--- config.mk ---
export PLATFORM = sky130hd
export DESIGN_NAME = isc_counter
export DESIGN_NICKNAME = d
export VERILOG_FILES = /design/src/logic/isc_pkg.sv /design/src/logic/isc_cost.sv /design/src/logic/isc_profile.sv /design/src/logic/isc_counter.sv
export SDC_FILE = /design/constraint.sdc
export NUM_CORES = 1
export LEC_CHECK = 0
export ABC_AREA = 1
export BUFFER_PORTS_ARGS = -buffer_cell sky130_fd_sc_hd__buf_2
export CAP_MARGIN = 25
export CORE_ASPECT_RATIO = 2
export CORE_MARGIN = 5
export CORE_UTILIZATION = 60
export DETAILED_ROUTE_END_ITERATION = 8
export GPL_TIMING_DRIVEN = 0
export PLACE_DENSITY_LB_ADDON = 0.3
export SYNTH_ARGS = -nofsm -noshare
export SYNTH_HDL_FRONTEND = slang
export SYNTH_HIERARCHICAL = 1
export SYNTH_SLANG_ARGS = --single-unit
--- constraint.sdc ---
create_clock -name ref_clk -period 17.9 [get_ports ref_clk]
set_clock_uncertainty 0.15 [all_clocks]
set_input_delay 0 -clock ref_clk [delete_from_list [all_inputs] [get_ports ref_clk]]
set_output_delay 0 -clock ref_clk [all_outputs]
set_load 0.1 [all_outputs]
--- src/logic/isc_pkg.sv ---
package isc_pkg;

  // Cycle kinds
  typedef enum logic [2:0] {
    ISC_FETCH,
    ISC_BRANCH_READ,
    ISC_STACK,
    ISC_BYTE,
    ISC_WORD,
    ISC_INTERNAL
  } isc_kind_t;

  localparam int ISC_NUM_KINDS = 6;

  // Access target of a cycle
  typedef enum logic [2:0] {
    ISC_ONCHIP_MEM,
    ISC_MODULE_8,
    ISC_MODULE_16,
    ISC_EXT8_2ST,
    ISC_EXT8_3ST,
    ISC_EXT16_2ST,
    ISC_EXT16_3ST
  } isc_target_t;

  // Instruction classes the sequencer understands
  typedef enum logic [2:0] {
    ISC_OP_GENERIC,
    ISC_OP_BLOCK_MOVE,
    ISC_OP_BRANCH_D16,
    ISC_OP_TRAP_NORMAL,
    ISC_OP_TRAP_ADVANCED
  } isc_op_t;

  // Ten bits so a block move's 2n+2 byte count never clips
  localparam int ISC_CNT_W   = 10;
  localparam int ISC_MOVE_W  = 8;
  localparam int ISC_WAIT_W  = 4;
  localparam int ISC_STATE_W = 16;

  // Per-kind costs
  localparam logic [ISC_STATE_W-1:0] ISC_ST_ONCHIP     = 16'h0002;
  localparam logic [ISC_STATE_W-1:0] ISC_ST_FETCH_M8   = 16'h0006;
  localparam logic [ISC_STATE_W-1:0] ISC_ST_FETCH_M16  = 16'h0003;
  localparam logic [ISC_STATE_W-1:0] ISC_ST_FETCH_E8   = 16'h0004;
  localparam logic [ISC_STATE_W-1:0] ISC_ST_FETCH_E8_3 = 16'h0006;
  localparam logic [ISC_STATE_W-1:0] ISC_ST_E16_2      = 16'h0002;
  localparam logic [ISC_STATE_W-1:0] ISC_ST_E16_3      = 16'h0003;
  localparam logic [ISC_STATE_W-1:0] ISC_ST_BYTE_M8    = 16'h0003;
  localparam logic [ISC_STATE_W-1:0] ISC_ST_BYTE_E8    = 16'h0002;
  localparam logic [ISC_STATE_W-1:0] ISC_ST_BYTE_E8_3  = 16'h0003;
  localparam logic [ISC_STATE_W-1:0] ISC_ST_WORD_M8    = 16'h0006;
  localparam logic [ISC_STATE_W-1:0] ISC_ST_WORD_E8    = 16'h0004;
  localparam logic [ISC_STATE_W-1:0] ISC_ST_WORD_E8_3  = 16'h0006;
  localparam logic [ISC_STATE_W-1:0] ISC_ST_INTERNAL   = 16'h0001;

  // Fixed instruction profiles
  localparam logic [ISC_CNT_W-1:0] ISC_BRANCH_FETCH   = 10'h002;
  localparam logic [ISC_CNT_W-1:0] ISC_BRANCH_INT     = 10'h002;
  localparam logic [ISC_CNT_W-1:0] ISC_BMOVE_FETCH    = 10'h002;
  localparam logic [ISC_CNT_W-1:0] ISC_BMOVE_EXTRA    = 10'h002;
  localparam logic [ISC_CNT_W-1:0] ISC_TRAP_FETCH     = 10'h002;
  localparam logic [ISC_CNT_W-1:0] ISC_TRAP_BR_NORMAL = 10'h001;
  localparam logic [ISC_CNT_W-1:0] ISC_TRAP_BR_ADV    = 10'h002;
  localparam logic [ISC_CNT_W-1:0] ISC_TRAP_STACK     = 10'h002;
  localparam logic [ISC_CNT_W-1:0] ISC_TRAP_INT       = 10'h004;

  // Counts of each kind for one instruction
  typedef struct packed {
    logic [ISC_CNT_W-1:0] fetch;
    logic [ISC_CNT_W-1:0] branch_read;
    logic [ISC_CNT_W-1:0] stack;
    logic [ISC_CNT_W-1:0] byte_acc;
    logic [ISC_CNT_W-1:0] word_acc;
    logic [ISC_CNT_W-1:0] internal;
  } isc_counts_t;

  // Where each kind of cycle goes
  typedef struct packed {
    isc_target_t                 code_tgt;
    isc_target_t                 stack_tgt;
    isc_target_t                 data_tgt;
    logic [ISC_WAIT_W-1:0]       wait_states;
  } isc_access_t;

endpackage

--- src/logic/isc_cost.sv ---
`timescale 1ns/1ps
module isc_cost
  import isc_pkg::*;
(
  // Cycle description
  input  wire isc_kind_t             kind,
  input  wire isc_target_t           target,
  input  wire logic [ISC_WAIT_W-1:0] wait_states,
  // States per cycle
  output logic [ISC_STATE_W-1:0]     cost
);

  logic [ISC_STATE_W-1:0] m;
  assign m = {{(ISC_STATE_W-ISC_WAIT_W){1'b0}}, wait_states};

  // Cost depends on kind, target and wait states only, not on the opcode
  always_comb
  begin
    cost = ISC_ST_ONCHIP;
    if (kind == ISC_INTERNAL)
    begin
      cost = ISC_ST_INTERNAL;
    end
    else
    begin
      case (target)
        ISC_ONCHIP_MEM: cost = ISC_ST_ONCHIP;
        ISC_MODULE_8:
          if (kind == ISC_BYTE)
            cost = ISC_ST_BYTE_M8;
          else if (kind == ISC_WORD)
            cost = ISC_ST_WORD_M8;
          else
            cost = ISC_ST_FETCH_M8;
        ISC_MODULE_16:  cost = ISC_ST_FETCH_M16;
        ISC_EXT8_2ST:
          if (kind == ISC_BYTE)
            cost = ISC_ST_BYTE_E8;
          else
            cost = ISC_ST_FETCH_E8;
        ISC_EXT8_3ST:
          if (kind == ISC_BYTE)
            cost = ISC_ST_BYTE_E8_3 + m;
          else
            cost = ISC_ST_FETCH_E8_3 + (m << 1);
        ISC_EXT16_2ST:  cost = ISC_ST_E16_2;
        ISC_EXT16_3ST:  cost = ISC_ST_E16_3 + m;
        default:        cost = ISC_ST_ONCHIP;
      endcase
    end
  end

endmodule

--- src/logic/isc_profile.sv ---
`timescale 1ns/1ps
module isc_profile
  import isc_pkg::*;
(
  // Instruction description
  input  wire isc_op_t               op,
  input  wire isc_counts_t           generic_counts,
  input  wire logic [ISC_MOVE_W-1:0] move_count_low_byte,
  // Resulting counts
  output isc_counts_t                counts
);

  logic [ISC_CNT_W-1:0] moves;

  always_comb
  begin
    // Source and destination each touched n + 1 times
    moves  = ISC_CNT_W'({move_count_low_byte, 1'b0}) + ISC_BMOVE_EXTRA;
    counts = generic_counts;
    case (op)
      ISC_OP_BLOCK_MOVE:
      begin
        counts          = '0;
        counts.fetch    = ISC_BMOVE_FETCH;
        counts.byte_acc = moves;
      end
      ISC_OP_BRANCH_D16:
      begin
        counts          = '0;
        counts.fetch    = ISC_BRANCH_FETCH;
        counts.internal = ISC_BRANCH_INT;
      end
      ISC_OP_TRAP_NORMAL, ISC_OP_TRAP_ADVANCED:
      begin
        counts             = '0;
        counts.fetch       = ISC_TRAP_FETCH;
        counts.branch_read = (op == ISC_OP_TRAP_NORMAL) ? ISC_TRAP_BR_NORMAL
                                                        : ISC_TRAP_BR_ADV;
        counts.stack       = ISC_TRAP_STACK;
        counts.internal    = ISC_TRAP_INT;
      end
      default: counts = generic_counts;
    endcase
  end

endmodule

--- src/logic/isc_counter.sv ---
`timescale 1ns/1ps
module isc_counter
  import isc_pkg::*;
(
  // Clock and reset
  input  wire logic                    ref_clk,
  input  wire logic                    rst,
  input  wire logic                    clk_en,
  // Instruction request
  input  wire logic                    start,
  input  wire isc_op_t                 op,
  input  wire isc_counts_t             generic_counts,
  input  wire logic [ISC_MOVE_W-1:0]   move_count_low_byte,
  input  wire isc_access_t             access,
  // Result
  output logic                         busy,
  output logic                         done,
  output logic [ISC_STATE_W-1:0]       total_states,
  output isc_counts_t                  cycle_counts,
  output logic                         exec_active
);

  typedef enum logic [1:0] {ISC_IDLE, ISC_SUM, ISC_EXEC} isc_state_t;

  isc_state_t             state, next_state;
  isc_counts_t            prof_counts;
  isc_counts_t            next_cycle_counts;
  isc_access_t            acc_q, next_acc_q;
  logic [2:0]             kind_idx, next_kind_idx;
  logic [ISC_STATE_W-1:0] next_total_states;
  logic [ISC_STATE_W-1:0] remain, next_remain;
  logic                   next_busy, next_done, next_exec_active;
  logic [ISC_STATE_W-1:0] kind_cost;
  isc_target_t            kind_tgt;
  isc_kind_t              cur_kind;
  logic [ISC_CNT_W-1:0]   cur_count;
  logic [ISC_STATE_W-1:0] product;

  // Count field of a kind, indexed
  function automatic logic [ISC_CNT_W-1:0] count_of(input isc_counts_t c, input logic [2:0] k);
    case (k)
      3'h0:    count_of = c.fetch;
      3'h1:    count_of = c.branch_read;
      3'h2:    count_of = c.stack;
      3'h3:    count_of = c.byte_acc;
      3'h4:    count_of = c.word_acc;
      default: count_of = c.internal;
    endcase
  endfunction

  isc_profile u_profile (
    .op                  (op),
    .generic_counts      (generic_counts),
    .move_count_low_byte (move_count_low_byte),
    .counts              (prof_counts)
  );

  assign cur_kind  = isc_kind_t'(kind_idx);
  assign cur_count = count_of(cycle_counts, kind_idx);

  // Code-side kinds follow the code area, stack the stack area
  always_comb
  begin
    case (cur_kind)
      ISC_FETCH, ISC_BRANCH_READ: kind_tgt = acc_q.code_tgt;
      ISC_STACK:                  kind_tgt = acc_q.stack_tgt;
      default:                    kind_tgt = acc_q.data_tgt;
    endcase
  end

  isc_cost u_cost (
    .kind        (cur_kind),
    .target      (kind_tgt),
    .wait_states (acc_q.wait_states),
    .cost        (kind_cost)
  );

  // Narrow product; counts and costs stay small in practice
  assign product = ISC_STATE_W'({{(ISC_STATE_W-ISC_CNT_W){1'b0}}, cur_count} * kind_cost);

  always_comb
  begin
    next_state        = state;
    next_cycle_counts = cycle_counts;
    next_acc_q        = acc_q;
    next_kind_idx     = kind_idx;
    next_total_states = total_states;
    next_remain       = remain;
    next_busy         = busy;
    next_done         = 1'b0;
    next_exec_active  = exec_active;
    case (state)
      ISC_IDLE:
      begin
        if (start)
        begin
          next_cycle_counts = prof_counts;
          next_acc_q        = access;
          next_kind_idx     = 3'h0;
          next_total_states = '0;
          next_busy         = 1'b1;
          next_state        = ISC_SUM;
        end
      end
      ISC_SUM:
      begin
        next_total_states = total_states + product;
        if (kind_idx == 3'(ISC_NUM_KINDS - 1))
        begin
          next_remain      = total_states + product;
          next_exec_active = ((total_states + product) != '0);
          next_state       = ISC_EXEC;
          if ((total_states + product) == '0)
          begin
            next_busy  = 1'b0;
            next_done  = 1'b1;
            next_state = ISC_IDLE;
          end
        end
        else
        begin
          next_kind_idx = kind_idx + 3'h1;
        end
      end
      ISC_EXEC:
      begin
        // One state per clock period
        next_remain = remain - 16'h0001;
        if (remain == 16'h0001)
        begin
          next_exec_active = 1'b0;
          next_busy        = 1'b0;
          next_done        = 1'b1;
          next_state       = ISC_IDLE;
        end
      end
      default: next_state = ISC_IDLE;
    endcase
  end

  always_ff @(posedge ref_clk)
  begin
    if (rst)
    begin
      state        <= ISC_IDLE;
      cycle_counts <= '0;
      acc_q        <= '0;
      kind_idx     <= 3'h0;
      total_states <= '0;
      remain       <= '0;
      busy         <= 1'b0;
      done         <= 1'b0;
      exec_active  <= 1'b0;
    end
    else if (clk_en)
    begin
      state        <= next_state;
      cycle_counts <= next_cycle_counts;
      acc_q        <= next_acc_q;
      kind_idx     <= next_kind_idx;
      total_states <= next_total_states;
      remain       <= next_remain;
      busy         <= next_busy;
      done         <= next_done;
      exec_active  <= next_exec_active;
    end
  end

endmodule

==> results.md <==
- DP Worst Slack: just under 10 ns
- Mux cell area share after synthesis: 0%
- Nets: between 1500 and 2000
- Worst hold-check path type: in2reg
- Antenna viol nets, final: 0
- Status: complete, no violations
- Post-synth EDFFs: 0
- Cell taking the most area after synthesis: dfxtp_1
- Max transition margin: 38.8%
- Crit-path slowest cell: a21oi_1
- Post-synth ARST share: 0%
- DR WL/cell: about 19 microns
- Root buffer cell: clkbuf_16
- # diodes: 0
- Initial drt markers: 866
- Port buffer count: roughly 170
- RSZ-0062 raised after global routing: false
- Area of the mapped netlist: 10400 sq um
- FF-to-FF End: busy$_SDFFE_PP0P_
- Switching portion of total power: a little under half
- Post-Syn Instances: 1495
- Setup TNS: 0 ns
- WP data required: around 18 ns
- Fill cell count: between 1000 and 1500
- Pwr dens: approximately 96 nW/um^2
- Crit path kind: reg2reg
- Final period util: a little under half
- Final WS setup: roughly 9.6 ns
- Syn Area/Cell: 6.95 sq um
- Worst r2r src: cur_kind[1]$_SDFFE_PP0P_
- Switching power: between 0.0005 and 0.0006 W
- Adder-Cell Fraction of Synth Area: a little over a fifth
- Ys Warns: 6
- CTS Buffer Depth: 2
- Via count of the first global-routing pass: around 12000
- Final Hold Viols: 0
- Crit path largest cell delay: just over 0.7 ns
- TritonRoute pass-1 iters: 6
- Skew-Pair Late Insertion Delay: between 0.4 and 0.5 ns
- Core Util, Final: approximately 75%
- Cts hold-fix bufs: slightly above 80
- Largest family of logic cells by synthesized area: simple AND/OR/NAND/NOR gates
- Clock Sinks: roughly 110
- Fmax: between 100 and 150 MHz
- Post-synthesis compound-gate area fraction: 13.3%
- Share of cells above drive strength 1: about 17%
- Top-count cell post-synth: inv_1
- Die X: just over 100 microns
- Vias per cell: between 5 and 6
- Final Non-Filler Cells: roughly 2000
- Worst EP arrival: 8.56 ns
- Total gr overflow: 0
- Setup crit end kind: flip-flop
- Top cells by count, synth: 331 x inv_1, 298 x nand2_1, 125 x a21oi_1
- Via count: 11500
- HPWL after DPL: between 20000 and 30000 microns
- Seq pwr share: roughly a quarter
- Power share of the combinational group: 47.4%
- Leak: roughly 6.4 nW
- Setup bufs post-CTS: 0
- Yosys reg bits: 113
- Peak supply drop: a little under 0.09 mV
- Simple-Gate Fraction of Synth Area: between 20% and 30%
- Slew Limit Fails: 0
- Routability cong.: 1.01
- Int Power: between 0.0006 and 0.0007 W
- Crit path from: cur_kind[1]$_SDFFE_PP0P_
- Max-cap viol count: 0
- DRT Wirelength: between 30000 and 40000 microns
- Die area: slightly above 20000 sq um
- Initial Util: around three fifths
- Largest net degree at the start of global routing: 17
- Clock Pin Slew Worst Setup and Hold Paths: 0.06 ns
- Worst setup path endpoint: busy$_SDFFE_PP0P_
- # DRC: 0
- Placed cells: about 1900
- Num CTS Buffers: 17
- Dominant cells by area after synthesis: dfxtp_1 22%, fa_1 16%, inv_1 12%
- Initial antenna violation count: 0
- Primary FF master, synth: dfxtp_1
- Ports: between 150 and 200
- Sequential fraction of the synthesis area: about 22%
- Finish-stage setup viols: 0
- Cells on worst reg2reg path: 35
- Row count: 68
- Top cell type's share of synthesized area: a little over a fifth
- Die height: a little under 200 microns
- First-pass GRT wire length: approximately 60000 microns
- R2r setup slk: about 9.6 ns
- Global Route Usage Sum: roughly two fifths
- Tmin final: roughly 8.3 ns
- Synth unique cells: 42
- Critical Path Start Type: flip-flop
- Core area: 17200 sq um
- Area grow syn2layout: 24.6%
- Worst-path fanout max: 10
- XOR/XNOR Fraction of Synth Area: 1.85%
- Clk pwr share: around 28%
- Post-CTS Resized: 0
- TritonCTS clock tree: done
- Tightest Pin Transition: 0.919 ns
- H-tree depth: 4
## worst min path at each step
stage,from,to,depth (start not counted)
after global placement,access[7],acc_q[7]$_SDFFE_PP0P_,3
after global routing,move_count_low_byte[7],cycle_counts[29]$_SDFFE_PP0P_,5
final,move_count_low_byte[7],cycle_counts[29]$_SDFFE_PP0P_,5
after CTS,move_count_low_byte[3],cycle_counts[24]$_SDFFE_PP0P_,6
after floorplan,clk_en,done$_SDFFE_PP0P_,3
after detailed placement,access[4],acc_q[4]$_SDFFE_PP0P_,3
## placed cells by master (no fill, tap or decap), types with 8 or more instances in the layout
cell	n
xor2_1	14
nor2_1	110
conb_1	10
o21ai_0	99
clkbuf_16	17
nor2_4	33
nand2_1	298
clkbuf_1	39
nor2_2	11
inv_1	331
o211ai_1	10
buf_2	169
nand2_2	10
buf_4	11
dlygate4sd3_1	83
nand3_1	71
nand4_1	8
a21oi_1	125
dfxtp_1	113
ha_1	46
fa_1	84
xnor2_1	8
## power by group through the flow
stage | Sequential (W) | Combinational (W) | Clock (W)
floorplan | 0.000416 | 0.000309 | 0
global placement | 0.000304 | 0.000540 | 0
detailed placement | 0.000304 | 0.000551 | 0
CTS | 0.000299 | 0.000570 | 0.000351
global route | 0.000304 | 0.000639 | 0.000365
finish | 0.000302 | 0.000591 | 0.000354
## stage by stage
stage	cell area, sq um	power [W]	hold WS (ns)
after floorplan	10400	0.000725	0.0246
after global placement	11500	0.000844	0.133
after detailed placement	11500	0.000855	0.146
after CTS	12900	0.00122	0.00433
after global routing	12900	0.00131	0.0758
final	12900	0.00125	0.0701
## registers in the layout, indices dropped and copies added, names as in the netlist
name	count
acc_q	13
busy	1
cur_kind	3
cycle_counts	60
done	1
exec_active	1
remain	16
state	2
total_states	16
## layout make-up
| class | instances | area (sq um) | share of cell area [%] |
|---|---|---|---|
| clock buffers | 17 | 425 | 3.29 |
| plain buffers | 63 | 354 | 2.74 |
| repair buffers | 248 | 1660 | 12.8 |
| inverters | 341 | 1290 | 9.94 |
| multi-input cells | 987 | 6520 | 50.3 |
| flip-flops and latches | 113 | 2260 | 17.5 |
| clock inverters | 15 | 180 | 1.39 |
| well taps | 210 | 263 | 2.03 |
## per-layer routing
layer / track usage (%) / vias to the layer above / share of wire (%)
met3: 9.36 / 322 / 8.1
met1: 35.9 / 5248 / 30
li1: - / 5106 / -
met2: 66.3 / 794 / 50
met4: 37.4 / 0 / 12
met5: 0 / - / 0
## cells by family after synthesis
kind of cell             count (synthesis)
XOR/XNOR                                22
buffers and inverters                  404
adder cells (fa/ha/maj)                130
AO/OA/AOI/OAI                          260
other                                    1
AND/OR/NAND/NOR                        565
flip-flops                             113
## worst max-delay path: cells and delay by family (launching register included)
kind / cells / cell delay [ns]
simple gates: 16 / 2.15
compound gates: 4 / 1.10
xor+xnor: 1 / 0.30
flops: 1 / 0.46
buf+inv: 7 / 0.78
fa+ha+maj: 7 / 3.32
Note: power is estimated with default switching activity, not from simulation.
